File: src/hw/cij_regs.svh
/*
 * Encoding constants, field positions and fixed values of the compact
 * indirect jump unit.
 * Assumes a 32-bit instruction word and 32 general registers.
 */
`ifndef CIJ_REGS_SVH
`define CIJ_REGS_SVH

// ----------------------------------------------------------------------
// Instruction fields
// ----------------------------------------------------------------------
`define CIJ_MAJOR_HI 31
`define CIJ_MAJOR_LO 26
`define CIJ_LINKF_HI 25
`define CIJ_LINKF_LO 21
`define CIJ_BASEF_HI 20
`define CIJ_BASEF_LO 16
`define CIJ_EXTF_HI 15
`define CIJ_EXTF_LO 6
`define CIJ_MINOR_HI 5
`define CIJ_MINOR_LO 0
`define CIJ_OFFS_HI 15
`define CIJ_OFFS_LO 0

// ----------------------------------------------------------------------
// Encodings
// ----------------------------------------------------------------------
`define CIJ_OP_POOL_ZERO 6'h00
`define CIJ_OP_GROUP_A 6'h28
`define CIJ_OP_GROUP_B 6'h20
`define CIJ_SUB_INDEXED 5'h00
`define CIJ_EXT_BARRIER_LINK 10'h07C
`define CIJ_MINOR_AXF 6'h3C
`define CIJ_EXEC_BARRIER_WORD 32'h0000_1800

// ----------------------------------------------------------------------
// Fixed values and reset values
// ----------------------------------------------------------------------
`define CIJ_LINK_DEFAULT 5'h1F
`define CIJ_ZERO_REG 5'h00
`define CIJ_PC_STEP 32'h0000_0004
`define CIJ_WORD_RST 32'h0000_0000

`endif

File: src/hw/cij_pkg.sv
/*
 * Types shared by the compact indirect jump unit.
 * Assumes 32-bit addresses and 5-bit register indices.
 */
package cij_pkg;

    typedef enum logic [4:0] {
        KIND_NONE = 5'h01,
        KIND_BARRIER_JUMP_LINK = 5'h02,
        KIND_INDEXED_JUMP_LINK = 5'h04,
        KIND_INDEXED_JUMP = 5'h08,
        KIND_EXEC_BARRIER = 5'h10
    } cij_kind_e;

    typedef enum logic [3:0] {
        ST_IDLE = 4'h1,
        ST_READ = 4'h2,
        ST_HAZARD = 4'h4,
        ST_REDIRECT = 4'h8
    } cij_state_e;

    typedef struct packed {
        logic valid;
        logic [31:0] instr;
        logic [31:0] pc;
    } cij_issue_s;

    typedef struct packed {
        logic valid;
        logic [31:0] target;
    } cij_ret_s;

    typedef struct packed {
        logic we;
        logic [4:0] idx;
        logic [31:0] value;
    } cij_link_s;

    typedef struct packed {
        logic req;
        logic instrToo;
    } cij_hazard_s;

    typedef struct packed {
        logic valid;
        logic [31:0] target;
        logic isaSel;
        logic addrFault;
        logic squashNext;
    } cij_redirect_s;

endpackage : cij_pkg

File: src/hw/cij_decode.sv
/*
 * Instruction classifier of the compact indirect jump unit.
 * Purely combinational; the caller registers its results.
 */
`timescale 1ns/1ps
`default_nettype none
`include "cij_regs.svh"

module cij_decode (
    input wire logic [31:0] instr,
    output cij_pkg::cij_kind_e kind,
    output logic [4:0] baseIdx,
    output logic [4:0] linkIdx,
    output logic [15:0] offset
);

    logic [5:0] major;
    logic [4:0] sub;
    logic [9:0] ext;
    logic [5:0] minor;

    assign major = instr[`CIJ_MAJOR_HI:`CIJ_MAJOR_LO];
    assign sub = instr[`CIJ_LINKF_HI:`CIJ_LINKF_LO];
    assign ext = instr[`CIJ_EXTF_HI:`CIJ_EXTF_LO];
    assign minor = instr[`CIJ_MINOR_HI:`CIJ_MINOR_LO];
    assign baseIdx = instr[`CIJ_BASEF_HI:`CIJ_BASEF_LO];
    assign offset = instr[`CIJ_OFFS_HI:`CIJ_OFFS_LO];

    always_comb begin
        kind = cij_pkg::KIND_NONE;
        linkIdx = `CIJ_ZERO_REG;
        if (instr == `CIJ_EXEC_BARRIER_WORD) begin
            kind = cij_pkg::KIND_EXEC_BARRIER;
        end else if (major == `CIJ_OP_POOL_ZERO && ext == `CIJ_EXT_BARRIER_LINK
                     && minor == `CIJ_MINOR_AXF) begin
            kind = cij_pkg::KIND_BARRIER_JUMP_LINK;
            linkIdx = sub;
        end else if (major == `CIJ_OP_GROUP_A && sub == `CIJ_SUB_INDEXED) begin
            kind = cij_pkg::KIND_INDEXED_JUMP_LINK;
            linkIdx = `CIJ_LINK_DEFAULT;
        end else if (major == `CIJ_OP_GROUP_B && sub == `CIJ_SUB_INDEXED) begin
            kind = cij_pkg::KIND_INDEXED_JUMP;
        end
    end

endmodule : cij_decode

`default_nettype wire

File: src/hw/cij_target.sv
/*
 * Jump target former: adds the unshifted offset, splits off the mode bit
 * and judges whether the later fetch of the target must fault.
 * Purely combinational.
 */
`timescale 1ns/1ps
`default_nettype none
`include "cij_regs.svh"

module cij_target #(
    parameter bit DUAL_SET = 1'b1
) (
    input wire logic [31:0] base,
    input wire logic [15:0] offset,
    input wire logic addOffset,
    output logic [31:0] target,
    output logic isaSel,
    output logic addrFault
);

    logic [31:0] sum;
    logic [31:0] addend;

    // Sign extended, not shifted: each offset bit meets the same base bit
    assign addend = addOffset ? {{16{offset[15]}}, offset} : `CIJ_WORD_RST;
    assign sum = base + addend;
    assign isaSel = sum[0];
    assign target = {sum[31:1], 1'b0};

    // Fault is only a mark carried with the target, raised at its fetch
    always_comb begin
        if (DUAL_SET) begin
            addrFault = !sum[0] && sum[1];
        end else begin
            addrFault = !sum[0];
        end
    end

endmodule : cij_target

`default_nettype wire

File: src/hw/cij_unit.sv
/*
 * Compact indirect jump unit: executes the barrier jump and link (and its
 * no-link form), the indexed jump and link, the indexed jump, the
 * execution barrier and the exception return redirect.
 * Assumes a register file, hazard logic and fetch unit on mclk; the
 * register file answers rfReadIdx with rfReadData in the same cycle.
 * Timing: an issue taken at one edge reads its base register in the
 * next cycle; indexed jumps redirect fetch one cycle after that.
 * Barrier jumps and exception returns hold a full hazard request
 * until the hazard logic answers, and only then redirect fetch.
 * An exception return loads its redirect while the hazard request
 * stands, so the target never comes from a stale capture.
 * The execution barrier asks for execution hazards only and never
 * redirects. issueReady stays low until the work is accepted.
 * The fault mark only rides with the redirect; fetch raises it.
 */
// Operation
// - Barrier jumps clear all hazards before target fetch
// - Execution barrier clears execution hazards only
// - Barrier jump link writes PC+4 to link register
// - Barrier jump is link form with zero register
// - Decode indexed jump link from group A
// - Indexed link target: base plus unshifted sign-extended offset
// - Indexed jump link writes PC+4 to register 31
// - Decode indexed jump from group B
// - Indexed jump target: base plus unshifted offset
// - No delay slot: squash following instruction
// - Single set: mode bit zero faults at fetch
// - Dual set: load selector, clear bit, check alignment
// - Bit 1 set in word mode faults at fetch
// - Any instruction may follow a jump immediately
// - Jumps raise no exception at execution
// - Decode barrier jump link from pool zero
`timescale 1ns/1ps
`default_nettype none
`include "cij_regs.svh"

module cij_unit #(
    parameter bit DUAL_SET_PRESENT = 1'b1,
    parameter int REG_INDEX_W = 5
) (
    input wire logic mclk,
    input wire logic resetn,
    input wire logic clkEn,
    input wire cij_pkg::cij_issue_s issue,
    output logic issueReady,
    input wire cij_pkg::cij_ret_s excReturn,
    output logic [REG_INDEX_W-1:0] rfReadIdx,
    input wire logic [31:0] rfReadData,
    output cij_pkg::cij_link_s linkWrite,
    output cij_pkg::cij_hazard_s hazardReq,
    input wire logic hazardDone,
    output cij_pkg::cij_redirect_s redirect,
    input wire logic redirectReady
);

    // ------------------------------------------------------------------
    // Declarations
    // ------------------------------------------------------------------
    cij_pkg::cij_state_e state_q;
    cij_pkg::cij_state_e state_d;
    cij_pkg::cij_kind_e decKind;
    cij_pkg::cij_kind_e kind_q;
    logic [4:0] decBase;
    logic [4:0] decLink;
    logic [15:0] decOffset;
    logic [4:0] linkIdx_q;
    logic [15:0] offset_q;
    logic [31:0] pc_q;
    logic [31:0] retTarget_q;
    logic isRet_q;
    logic [31:0] tgtBase;
    logic [31:0] tgtAddr;
    logic tgtIsa;
    logic tgtFault;
    logic issueReady_q;
    logic [REG_INDEX_W-1:0] rfReadIdx_q;
    cij_pkg::cij_link_s linkWrite_q;
    cij_pkg::cij_hazard_s hazardReq_q;
    cij_pkg::cij_redirect_s redirect_q;
    logic takeRet;
    logic takeIssue;
    logic needRedirect;
    logic addOffset;

    // ------------------------------------------------------------------
    // Helpers
    // ------------------------------------------------------------------
    function automatic logic uses_offset(input cij_pkg::cij_kind_e k);
        return k == cij_pkg::KIND_INDEXED_JUMP_LINK || k == cij_pkg::KIND_INDEXED_JUMP;
    endfunction : uses_offset

    // ------------------------------------------------------------------
    // Decode and target forming
    // ------------------------------------------------------------------
    cij_decode u_decode (
        .instr(issue.instr),
        .kind(decKind),
        .baseIdx(decBase),
        .linkIdx(decLink),
        .offset(decOffset)
    );

    assign tgtBase = isRet_q ? retTarget_q : rfReadData;
    assign addOffset = uses_offset(kind_q);

    cij_target #(
        .DUAL_SET(DUAL_SET_PRESENT)
    ) u_target (
        .base(tgtBase),
        .offset(offset_q),
        .addOffset(addOffset),
        .target(tgtAddr),
        .isaSel(tgtIsa),
        .addrFault(tgtFault)
    );

    // Exception return wins over an issue offered in the same cycle
    assign takeRet = issueReady_q && excReturn.valid;
    assign takeIssue = issueReady_q && issue.valid && !excReturn.valid
                       && decKind != cij_pkg::KIND_NONE;
    assign needRedirect = kind_q != cij_pkg::KIND_EXEC_BARRIER;

    // ------------------------------------------------------------------
    // Sequencer
    // ------------------------------------------------------------------
    always_comb begin
        state_d = state_q;
        case (state_q)
            cij_pkg::ST_IDLE: begin
                if (takeRet) begin
                    state_d = cij_pkg::ST_HAZARD;
                end else if (takeIssue) begin
                    if (decKind == cij_pkg::KIND_EXEC_BARRIER) begin
                        state_d = cij_pkg::ST_HAZARD;
                    end else begin
                        state_d = cij_pkg::ST_READ;
                    end
                end
            end
            cij_pkg::ST_READ: begin
                if (kind_q == cij_pkg::KIND_BARRIER_JUMP_LINK) begin
                    state_d = cij_pkg::ST_HAZARD;
                end else begin
                    state_d = cij_pkg::ST_REDIRECT;
                end
            end
            cij_pkg::ST_HAZARD: begin
                if (hazardDone) begin
                    if (needRedirect) begin
                        state_d = cij_pkg::ST_REDIRECT;
                    end else begin
                        state_d = cij_pkg::ST_IDLE;
                    end
                end
            end
            cij_pkg::ST_REDIRECT: begin
                if (redirectReady) begin
                    state_d = cij_pkg::ST_IDLE;
                end
            end
            default: begin
                state_d = cij_pkg::ST_IDLE;
            end
        endcase
    end

    always_ff @(posedge mclk or negedge resetn) begin
        if (!resetn) begin
            state_q <= cij_pkg::ST_IDLE;
        end else if (clkEn) begin
            state_q <= state_d;
        end
    end

    // ------------------------------------------------------------------
    // Issue acceptance and captured instruction
    // ------------------------------------------------------------------
    always_ff @(posedge mclk or negedge resetn) begin
        if (!resetn) begin
            issueReady_q <= 1'b1;
        end else if (clkEn) begin
            issueReady_q <= (state_d == cij_pkg::ST_IDLE);
        end
    end

    always_ff @(posedge mclk or negedge resetn) begin
        if (!resetn) begin
            kind_q <= cij_pkg::KIND_NONE;
            linkIdx_q <= `CIJ_ZERO_REG;
            offset_q <= 16'h0000;
            pc_q <= `CIJ_WORD_RST;
            rfReadIdx_q <= '0;
        end else if (clkEn) begin
            if (takeRet) begin
                kind_q <= cij_pkg::KIND_NONE;
                linkIdx_q <= `CIJ_ZERO_REG;
                offset_q <= 16'h0000;
            end else if (takeIssue) begin
                kind_q <= decKind;
                linkIdx_q <= decLink;
                offset_q <= decOffset;
                pc_q <= issue.pc;
                rfReadIdx_q <= decBase[REG_INDEX_W-1:0];
            end
        end
    end

    // ------------------------------------------------------------------
    // Exception return capture
    // ------------------------------------------------------------------
    always_ff @(posedge mclk or negedge resetn) begin
        if (!resetn) begin
            retTarget_q <= `CIJ_WORD_RST;
            isRet_q <= 1'b0;
        end else if (clkEn) begin
            if (takeRet) begin
                retTarget_q <= excReturn.target;
                isRet_q <= 1'b1;
            end else if (takeIssue) begin
                isRet_q <= 1'b0;
            end
        end
    end

    // ------------------------------------------------------------------
    // Return link write
    // ------------------------------------------------------------------
    always_ff @(posedge mclk or negedge resetn) begin
        if (!resetn) begin
            linkWrite_q <= '0;
        end else if (clkEn) begin
            linkWrite_q.we <= 1'b0;
            if (state_q == cij_pkg::ST_READ) begin
                // Base was read this cycle, so link == base is safe
                linkWrite_q.we <= (linkIdx_q != `CIJ_ZERO_REG);
                linkWrite_q.idx <= linkIdx_q;
                linkWrite_q.value <= pc_q + `CIJ_PC_STEP;
            end
        end
    end

    // ------------------------------------------------------------------
    // Hazard clearing request
    // ------------------------------------------------------------------
    always_ff @(posedge mclk or negedge resetn) begin
        if (!resetn) begin
            hazardReq_q <= '0;
        end else if (clkEn) begin
            if (state_d == cij_pkg::ST_HAZARD) begin
                hazardReq_q.req <= 1'b1;
                if (state_q != cij_pkg::ST_HAZARD) begin
                    hazardReq_q.instrToo <= takeRet
                        || state_q == cij_pkg::ST_READ;
                end
            end else begin
                hazardReq_q <= '0;
            end
        end
    end

    // ------------------------------------------------------------------
    // Fetch redirect
    // ------------------------------------------------------------------
    always_ff @(posedge mclk or negedge resetn) begin
        if (!resetn) begin
            redirect_q <= '0;
        end else if (clkEn) begin
            if (state_q == cij_pkg::ST_READ
                || (state_q == cij_pkg::ST_HAZARD && isRet_q)) begin
                // Fault is only carried to fetch, never raised here
                redirect_q.target <= tgtAddr;
                redirect_q.isaSel <= DUAL_SET_PRESENT ? tgtIsa : 1'b1;
                redirect_q.addrFault <= tgtFault;
                redirect_q.squashNext <= 1'b1;
            end
            if (state_d == cij_pkg::ST_REDIRECT) begin
                redirect_q.valid <= 1'b1;
            end else begin
                redirect_q.valid <= 1'b0;
            end
        end
    end

    // ------------------------------------------------------------------
    // Outputs
    // ------------------------------------------------------------------
    assign issueReady = issueReady_q;
    assign rfReadIdx = rfReadIdx_q;
    assign linkWrite = linkWrite_q;
    assign hazardReq = hazardReq_q;
    assign redirect = redirect_q;

endmodule : cij_unit

`default_nettype wire

File: config.mk
export PLATFORM = sky130hd
export DESIGN_NAME = cij_unit
export DESIGN_NICKNAME = d
export VERILOG_FILES = /design/src/hw/cij_pkg.sv /design/src/hw/cij_decode.sv /design/src/hw/cij_target.sv /design/src/hw/cij_unit.sv
export VERILOG_INCLUDE_DIRS = /design/src /design/src/hw
export SDC_FILE = /design/constraint.sdc
export NUM_CORES = 1
export LEC_CHECK = 0
export BUFFER_PORTS_ARGS = -buffer_cell sky130_fd_sc_hd__buf_2
export CAP_MARGIN = 20
export CORE_ASPECT_RATIO = 0.7
export CORE_MARGIN = 3
export CORE_UTILIZATION = 40
export DETAILED_ROUTE_END_ITERATION = 10
export SETUP_SLACK_MARGIN = 0.1
export SYNTH_ARGS = -nofsm -noshare
export SYNTH_HDL_FRONTEND = slang
export SYNTH_HIERARCHICAL = 1
export SYNTH_SLANG_ARGS = --single-unit
File: constraint.sdc
create_clock -name mclk -period 4.1 [get_ports mclk]
set_input_delay 0.205 -clock mclk [delete_from_list [all_inputs] [get_ports mclk]]
set_output_delay 0.205 -clock mclk [all_outputs]
set_load 0.01 [all_outputs]
==> impl_metrics.toml, run 1 <==
[final_layout]
syn_to_final_growth_pct = 25.7
fill_cells = 2236
drive_above_1_share = 0.294
fin_nets = 1462

[floorplanning]
coreArea_sq_um = 24200
floorplan.rows = 47
ios = 217
die-area_sq_um = 27200
dieHeight_microns = 139
initial_core_util = 0.416
dieWidth_microns = 196

[placed_design]
dp_hpwl_microns = 21000
gp_congestion = 0.887
port_buffers = 216
pre_cts_slack_ns = 0.402

[timing]
fin_setup_tns_ns = 0
period_share = 0.882
worstMarginPinSlew_ns = 0.946
finalSetupViolCount = 0
maxSlewViolCount = 0
setup_slack_ns = 0.483
period_minus_slack_ns = 3.62
fmax_mhz = 276
relSlewSlack = 0.368
hold_viol = 0
worst_hold_slack_ns = 0.0258
fin_skew_ns = 0.00880
rsz0062_at_grt = "false"

[pwr]
swShare = 0.313
comb_power_share = 0.306
p_int_mw = 3.99
cellLeakagePower_nw = 6.09
seqPwrFrac = 0.395
ir_worst_vdd_uv = 322
switchingPower_mw = 1.81
p_per_area_nw_per_um2 = 458
power_frac_clock = 0.300

[synth]
synth_common_cells = "226 x nand2_1, 174 x dfrtp_1, 96 x mux2_2, 49 x nand3_1, 47 x nor2_1"
synth_ff_type = "dfrtp_1"
yosysSeqAreaShare = 0.439
synth_area_leaders = "dfrtp_1 43%, mux2_2 11%, nand2_1 8.4%, xnor2_1 2.5%, nand3_1 2.4%"
syn_area_per_cell_sq_um = 9.51
synthCells = 1061
synth_top_area_cell = "dfrtp_1"
async_reset_ff_frac = 1.00
synth_edf_count = 0
ys_seq_elements = 177
yosys_warnings = 6
synth_top_area_share = 0.431
yosysUniqueCellTypes = 82
yosysMostFrequentCell = "nand2_1"
synth_area_sq_um = 10100
syn_nets = 1213

[critical_path]
cp-end-kind = "flip-flop"
crit_arrival_ns = 3.94
worstSetupPathType = "reg -> reg"
required_ns = 4.42
ff2ff_path_depth = 13
worstSetupStartpointType = "flip-flop"
cp_max_fo = 7

[global_routing]
antenna_found_initial = 3
overflow = 0
grt_max_degree = 75
grt_first_pass_wirelength_microns = 47100
grt_pass1_vias = 8274
grtUsageTotal = 0.216

[hold_path]
min_path_cells = 3
hold_path.class = "in -> reg"

[routing]
vias = 8726
ant_nets = 0
viasPerCell = 5.32
drtIter0Drc = 691
firstDrtPassIters = 7
drc = 0
wl_per_cell_microns = 17.9
drt-total-wl_microns = 29400

[cts]
cts_root_buf = "clkbuf_16"
cts_buffer_depth = 2
cts_tree = "built"
cts.sink_count = 177
worstSkewPairLatency_ns = 0.44
clk_pin_slew_ns = 0.07
cts-htree-levels = 4
numCtsBuffers = 17

[status]
run_status = "finished clean"

[flow_run]
cap_violations = 0
what timing repair did:
| action | 4_1_cts | 5_1_grt |
|---|---|---|
| hold endpoints to repair | 149 | 0 |
| setup buffers | 0 | 0 |
| setup endpoints to repair | 0 | 3 |
| resized for setup | 0 | 1 |
| hold buffers | 78 | 0 |
state kept, by name, indices dropped and copies added, names as in the netlist, 4 cells and up:
| signal | cells |
|---|---|
| linkWrite | 38 |
| linkIdx_q | 5 |
| offset_q | 16 |
| pc_q | 32 |
| retTarget_q | 32 |
| redirect | 36 |
| state_q | 4 |
| kind_q | 5 |
| rfReadIdx | 5 |
per-stage QoR:
stage	instances	utilization	power [mW]	cell area [sq um]
floorplan	1061	-	3.43	10100
global placement	1530	0.465	3.99	11300
detailed placement	1530	0.465	4.02	11300
CTS	1638	0.522	5.86	12700
global route	1639	0.523	6.14	12700
finish	1640	0.523	5.80	12700
layer usage:
metal	wire, microns	up-vias	GRT usage	part of all wire
met4	353	4	0.0450	0.012
met1	14800	4193	0.339	0.50
met5	21	-	0	0.00071
met3	2010	28	0.0488	0.068
met2	12200	286	0.304	0.42
li1	-	4215	-	-
cells by family (layout without fill, tap and decap cells):
logic type	count (synthesis)	after routing	share of synthesized area
adders and majority gates	17	17	0.0218
and+or+nand+nor	469	469	0.231
other	1	2	0.000372
AOI/OAI and AO/OA	149	149	0.0980
buffers and inverters	98	358	0.0538
DFF	177	177	0.439
muxes	105	105	0.116
xor gates and xnor gates	45	45	0.0391
path summary, 6_finish.rpt:
path	startpoint	to	slack, ns
worst max-delay path	kind_q[4]	redirect[27]	0.48
worst min-delay path	issue[47]	offset_q[15]	0.03
worst max register to register	kind_q[4]	redirect[27]	0.48
worst min register to register	linkWrite[5]	linkWrite[5]	0.47
max in group asynchronous	resetn	kind_q[0]	2.83
min in group asynchronous	resetn	pc_q[25]	0.35
area by class of cell:
type / instances / area [sq um] / area share
diodes: 1 / 2.50 / 0.000197
clock buffers: 20 / 457 / 0.0360
clock inverters: 10 / 159 / 0.0125
inverters: 19 / 71.3 / 0.00562
multi-input cells: 786 / 5140 / 0.406
flip-flops and latches: 177 / 4430 / 0.350
well taps: 318 / 398 / 0.0314
repair buffers: 309 / 2020 / 0.159
layout by cell type (no fill, tap or decap), types with 11 or more instances in the layout:
cell type | Yosys | layout
a21o_1 | 11 | 11
a21oi_1 | 18 | 18
a31oi_1 | 20 | 20
and2_1 | 21 | 21
and3_1 | 13 | 13
buf_2 | 17 | 215
buf_4 | 26 | 12
clkbuf_16 | 0 | 17
dfrtp_1 | 174 | 174
dlygate4sd3_1 | 0 | 78
ha_1 | 16 | 16
inv_1 | 19 | 19
mux2_2 | 96 | 96
nand2_1 | 226 | 226
nand3_1 | 49 | 48
nor2_1 | 47 | 47
nor3_1 | 13 | 13
nor4_1 | 18 | 17
o21ai_0 | 41 | 41
or3_1 | 12 | 12
or4_1 | 11 | 11
xnor2_1 | 29 | 29
xor2_1 | 16 | 16
power by group through the flow:
stage	combinational (mW)	sequential, mW	clock, mW
after floorplan	1.08	2.36	0
after global placement	1.68	2.31	0
after detailed placement	1.70	2.32	0
after CTS	1.77	2.29	1.80
after global routing	1.94	2.34	1.87
final	1.77	2.29	1.74
worst max-delay path, cell delays in order, from the launching register on:
cell,delay (ns)
dfrtp_1,0.44
nor4_4,0.46
and2_1,0.19
ha_1,0.18
inv_1,0.06
fa_1,0.40
nor2b_1,0.17
o31a_1,0.19
o31a_1,0.32
o21ai_0,0.25
nand2_1,0.23
mux2i_1,0.25
xor2_1,0.09
mux2_2,0.26
(Power assumes the default switching activity.)
==> run 2, diff against run 1 <==
Clock period 4.1 ns to 2.9 ns, I/O delays scaled along.
==> run 2 against run 1 <==
Net effect:
- the run now ends with setup timing left
- core utilization up 6.6 points
- power up 54%
- register-to-register slack got worse by 0.87 ns
- flip-flop and latch count unchanged
- cell count up 8.2%
- critical path depth rose by 2
- design area up 13%
- die area is the same
- global-route usage rose by 0.87 points
- wire length grew 5.6%
- maximum frequency increased by 10%
- critical endpoint is now redirect[33]
- largest cell class unchanged
==> impl_metrics.toml, run 2 (synthesis results as in run 1) <==
[critical_path]
cp-end-kind = "flip-flop"
cp_slowest_cell = "dfrtp_1"
critPathTopFamily = "compound AO/OA/AOI/OAI gates"
cpPeakStageDelay_ns = 0.41
worstSetupStartpointType = "flip-flop"
cp_max_fo = 5
worstSetupPathType = "reg -> reg"
critPathBufInv = 2
path_common_cell = "o31a_1"
required_ns = 3.21
crit_chain = "xnor2_2 > nor4_4 > buf_6 > and2_4 > ha_4 > inv_2 > fa_2 > nor2b_4 > o31a_1 > o31a_1 > o211ai_1 > a311o_1 > mux2i_1 > xor2_1 > mux2_4"
crit_arrival_ns = 3.59

[final_layout]
syn_to_final_growth_pct = 41.4
largest_reg_flops = 38
fill_cells = 2122
layout.cells.most_common = "nand2_1"
drive_above_1_share = 0.404
fin_area_sq_um = 14300
final_cell_mix = "222 x nand2_1, 216 x buf_2, 173 x dfrtp_1, 117 x buf_4, 87 x dlygate4sd3_1"
fin_nets = 1594

[routing]
ant_nets = 0
firstDrtPassIters = 5
drtIter0Drc = 522
drt-total-wl_microns = 31000
viasPerCell = 5.19
drc = 0
vias = 9211
wl_per_cell_microns = 17.5

[cts]
cts.sink_count = 177
clk_pin_slew_ns = 0.07
cts_buffer_depth = 2
numCtsBuffers = 17
cts_root_buf = "clkbuf_16"
cts_tree = "built"
worstSkewPairLatency_ns = 0.43
cts-htree-levels = 4

[timing]
period_share = 1.13
fin_setup_tns_ns = -4.06
fmax_mhz = 305
period_minus_slack_ns = 3.28
fin_skew_ns = 0.0101
setup_slack_ns = -0.384
hold_viol = 0
finalSetupViolCount = 19
worstMarginPinSlew_ns = 0.797
rsz0062_at_grt = "true"
maxSlewViolCount = 0
relSlewSlack = 0.469

[floorplanning]
die-area_sq_um = 27200
ios = 217
floorplan.rows = 47
coreArea_sq_um = 24200
dieHeight_microns = 139
dieWidth_microns = 196
initial_core_util = 0.416

[pwr]
p_int_mw = 6.02
cellLeakagePower_nw = 6.92
switchingPower_mw = 2.93
swShare = 0.328
p_per_area_nw_per_um2 = 627
seqPwrFrac = 0.364
power_frac_clock = 0.257
ir_worst_vdd_uv = 449
comb_power_share = 0.379

[hold_path]
hold_path.class = "in -> reg"

[global_routing]
grt_first_pass_wirelength_microns = 49300
grt_max_degree = 94
overflow = 0
grt_pass1_vias = 9098
grtUsageTotal = 0.225
antenna_found_initial = 6

[placed_design]
port_buffers = 216
dpl_cell_area_sq_um = 12200
dp_hpwl_microns = 22200
gp_congestion = 0.936

[status]
run_status = "finished, violations left"
violations = "setup timing"

[flow_run]
cap_violations = 0
run 2: changes by cell type in the layout (fill, tap and decap cells not counted), moves of 8 or more:
cell / before / now
and2_1: 21 / 10
and2_4: 0 / 11
buf_4: 12 / 117
buf_6: 1 / 16
dlygate4sd3_1: 78 / 87
ha_1: 16 / 4
ha_4: 0 / 11
mux2_2: 96 / 80
mux2_4: 0 / 18
o21ai_0: 41 / 33
run 2: through the flow:
step	worst slack [ns]	util	hold slack [ns]	instances	total power [mW]
2_1_floorplan	-0.288	-	-0.151	1061	4.92
3_3_place_gp	-0.369	0.504	0.284	1638	6.24
4_1_cts	-0.317	0.577	0.00373	1768	8.84
6_report	-0.384	0.589	0.0242	1775	8.96
3_5_place_dp	-0.464	0.504	0.283	1638	6.28
5_1_grt	-0.556	0.589	0.0366	1775	9.44
run 2: layout make-up:
class | count | area [sq um] | area share
Timing Repair Buffer | 441 | 3100 | 0.217
Inverter | 19 | 73.8 | 0.00517
Sequential cell | 177 | 4430 | 0.311
Multi-Input combinational cell | 786 | 5680 | 0.398
Antenna cell | 2 | 5.00 | 0.000351
Clock inverter | 13 | 124 | 0.00868
Clock buffer | 19 | 453 | 0.0317
Tap cell | 318 | 398 | 0.0279
run 2: timing repair:
item / CTS / global route
setup endpoints to repair: 24 / 49
cloned: 1 / 1
gates resized for setup: 61 / 57
pin swaps: 19 / 29
hold buffers: 87 / 0
endpoints found under the hold margin: 173 / 0
setup buffers: 10 / 9
run 2: power groups by stage:
stage	clock, mW	sequential, mW	combinational [mW]
detailed placement	0	3.29	2.99
global placement	0	3.28	2.96
finish	2.30	3.26	3.39
CTS	2.38	3.25	3.21
global route	2.47	3.32	3.66
floorplan	0	3.33	1.59
run 2: worst paths after layout:
kind	startpoint	end	slack, ns	cells after the start
setup / recovery	kind_q[2]	redirect[33]	-0.38	15
hold / removal	issue[57]	linkIdx_q[4]	0.02	4
setup reg to reg	kind_q[2]	redirect[33]	-0.38	15
hold reg to reg	pc_q[0]	linkWrite[0]	0.47	2
max in group asynchronous	resetn	kind_q[0]	1.71	3
min in group asynchronous	resetn	linkWrite[27]	0.31	2
run 2: metal layers:
metal / vias up / track usage / share of wire
li1: 4481 / - / -
met1: 4412 / 0.332 / 0.49
met2: 278 / 0.340 / 0.43
met3: 32 / 0.0517 / 0.067
met4: 8 / 0.0439 / 0.0099
met5: - / 0 / 0.0018
run 2: worst min-delay path: cells and delay by family:
family	cells	cell delay [ns]
compound gates	1	0.10
buf+inv	1	0.09
simple gates	2	0.08
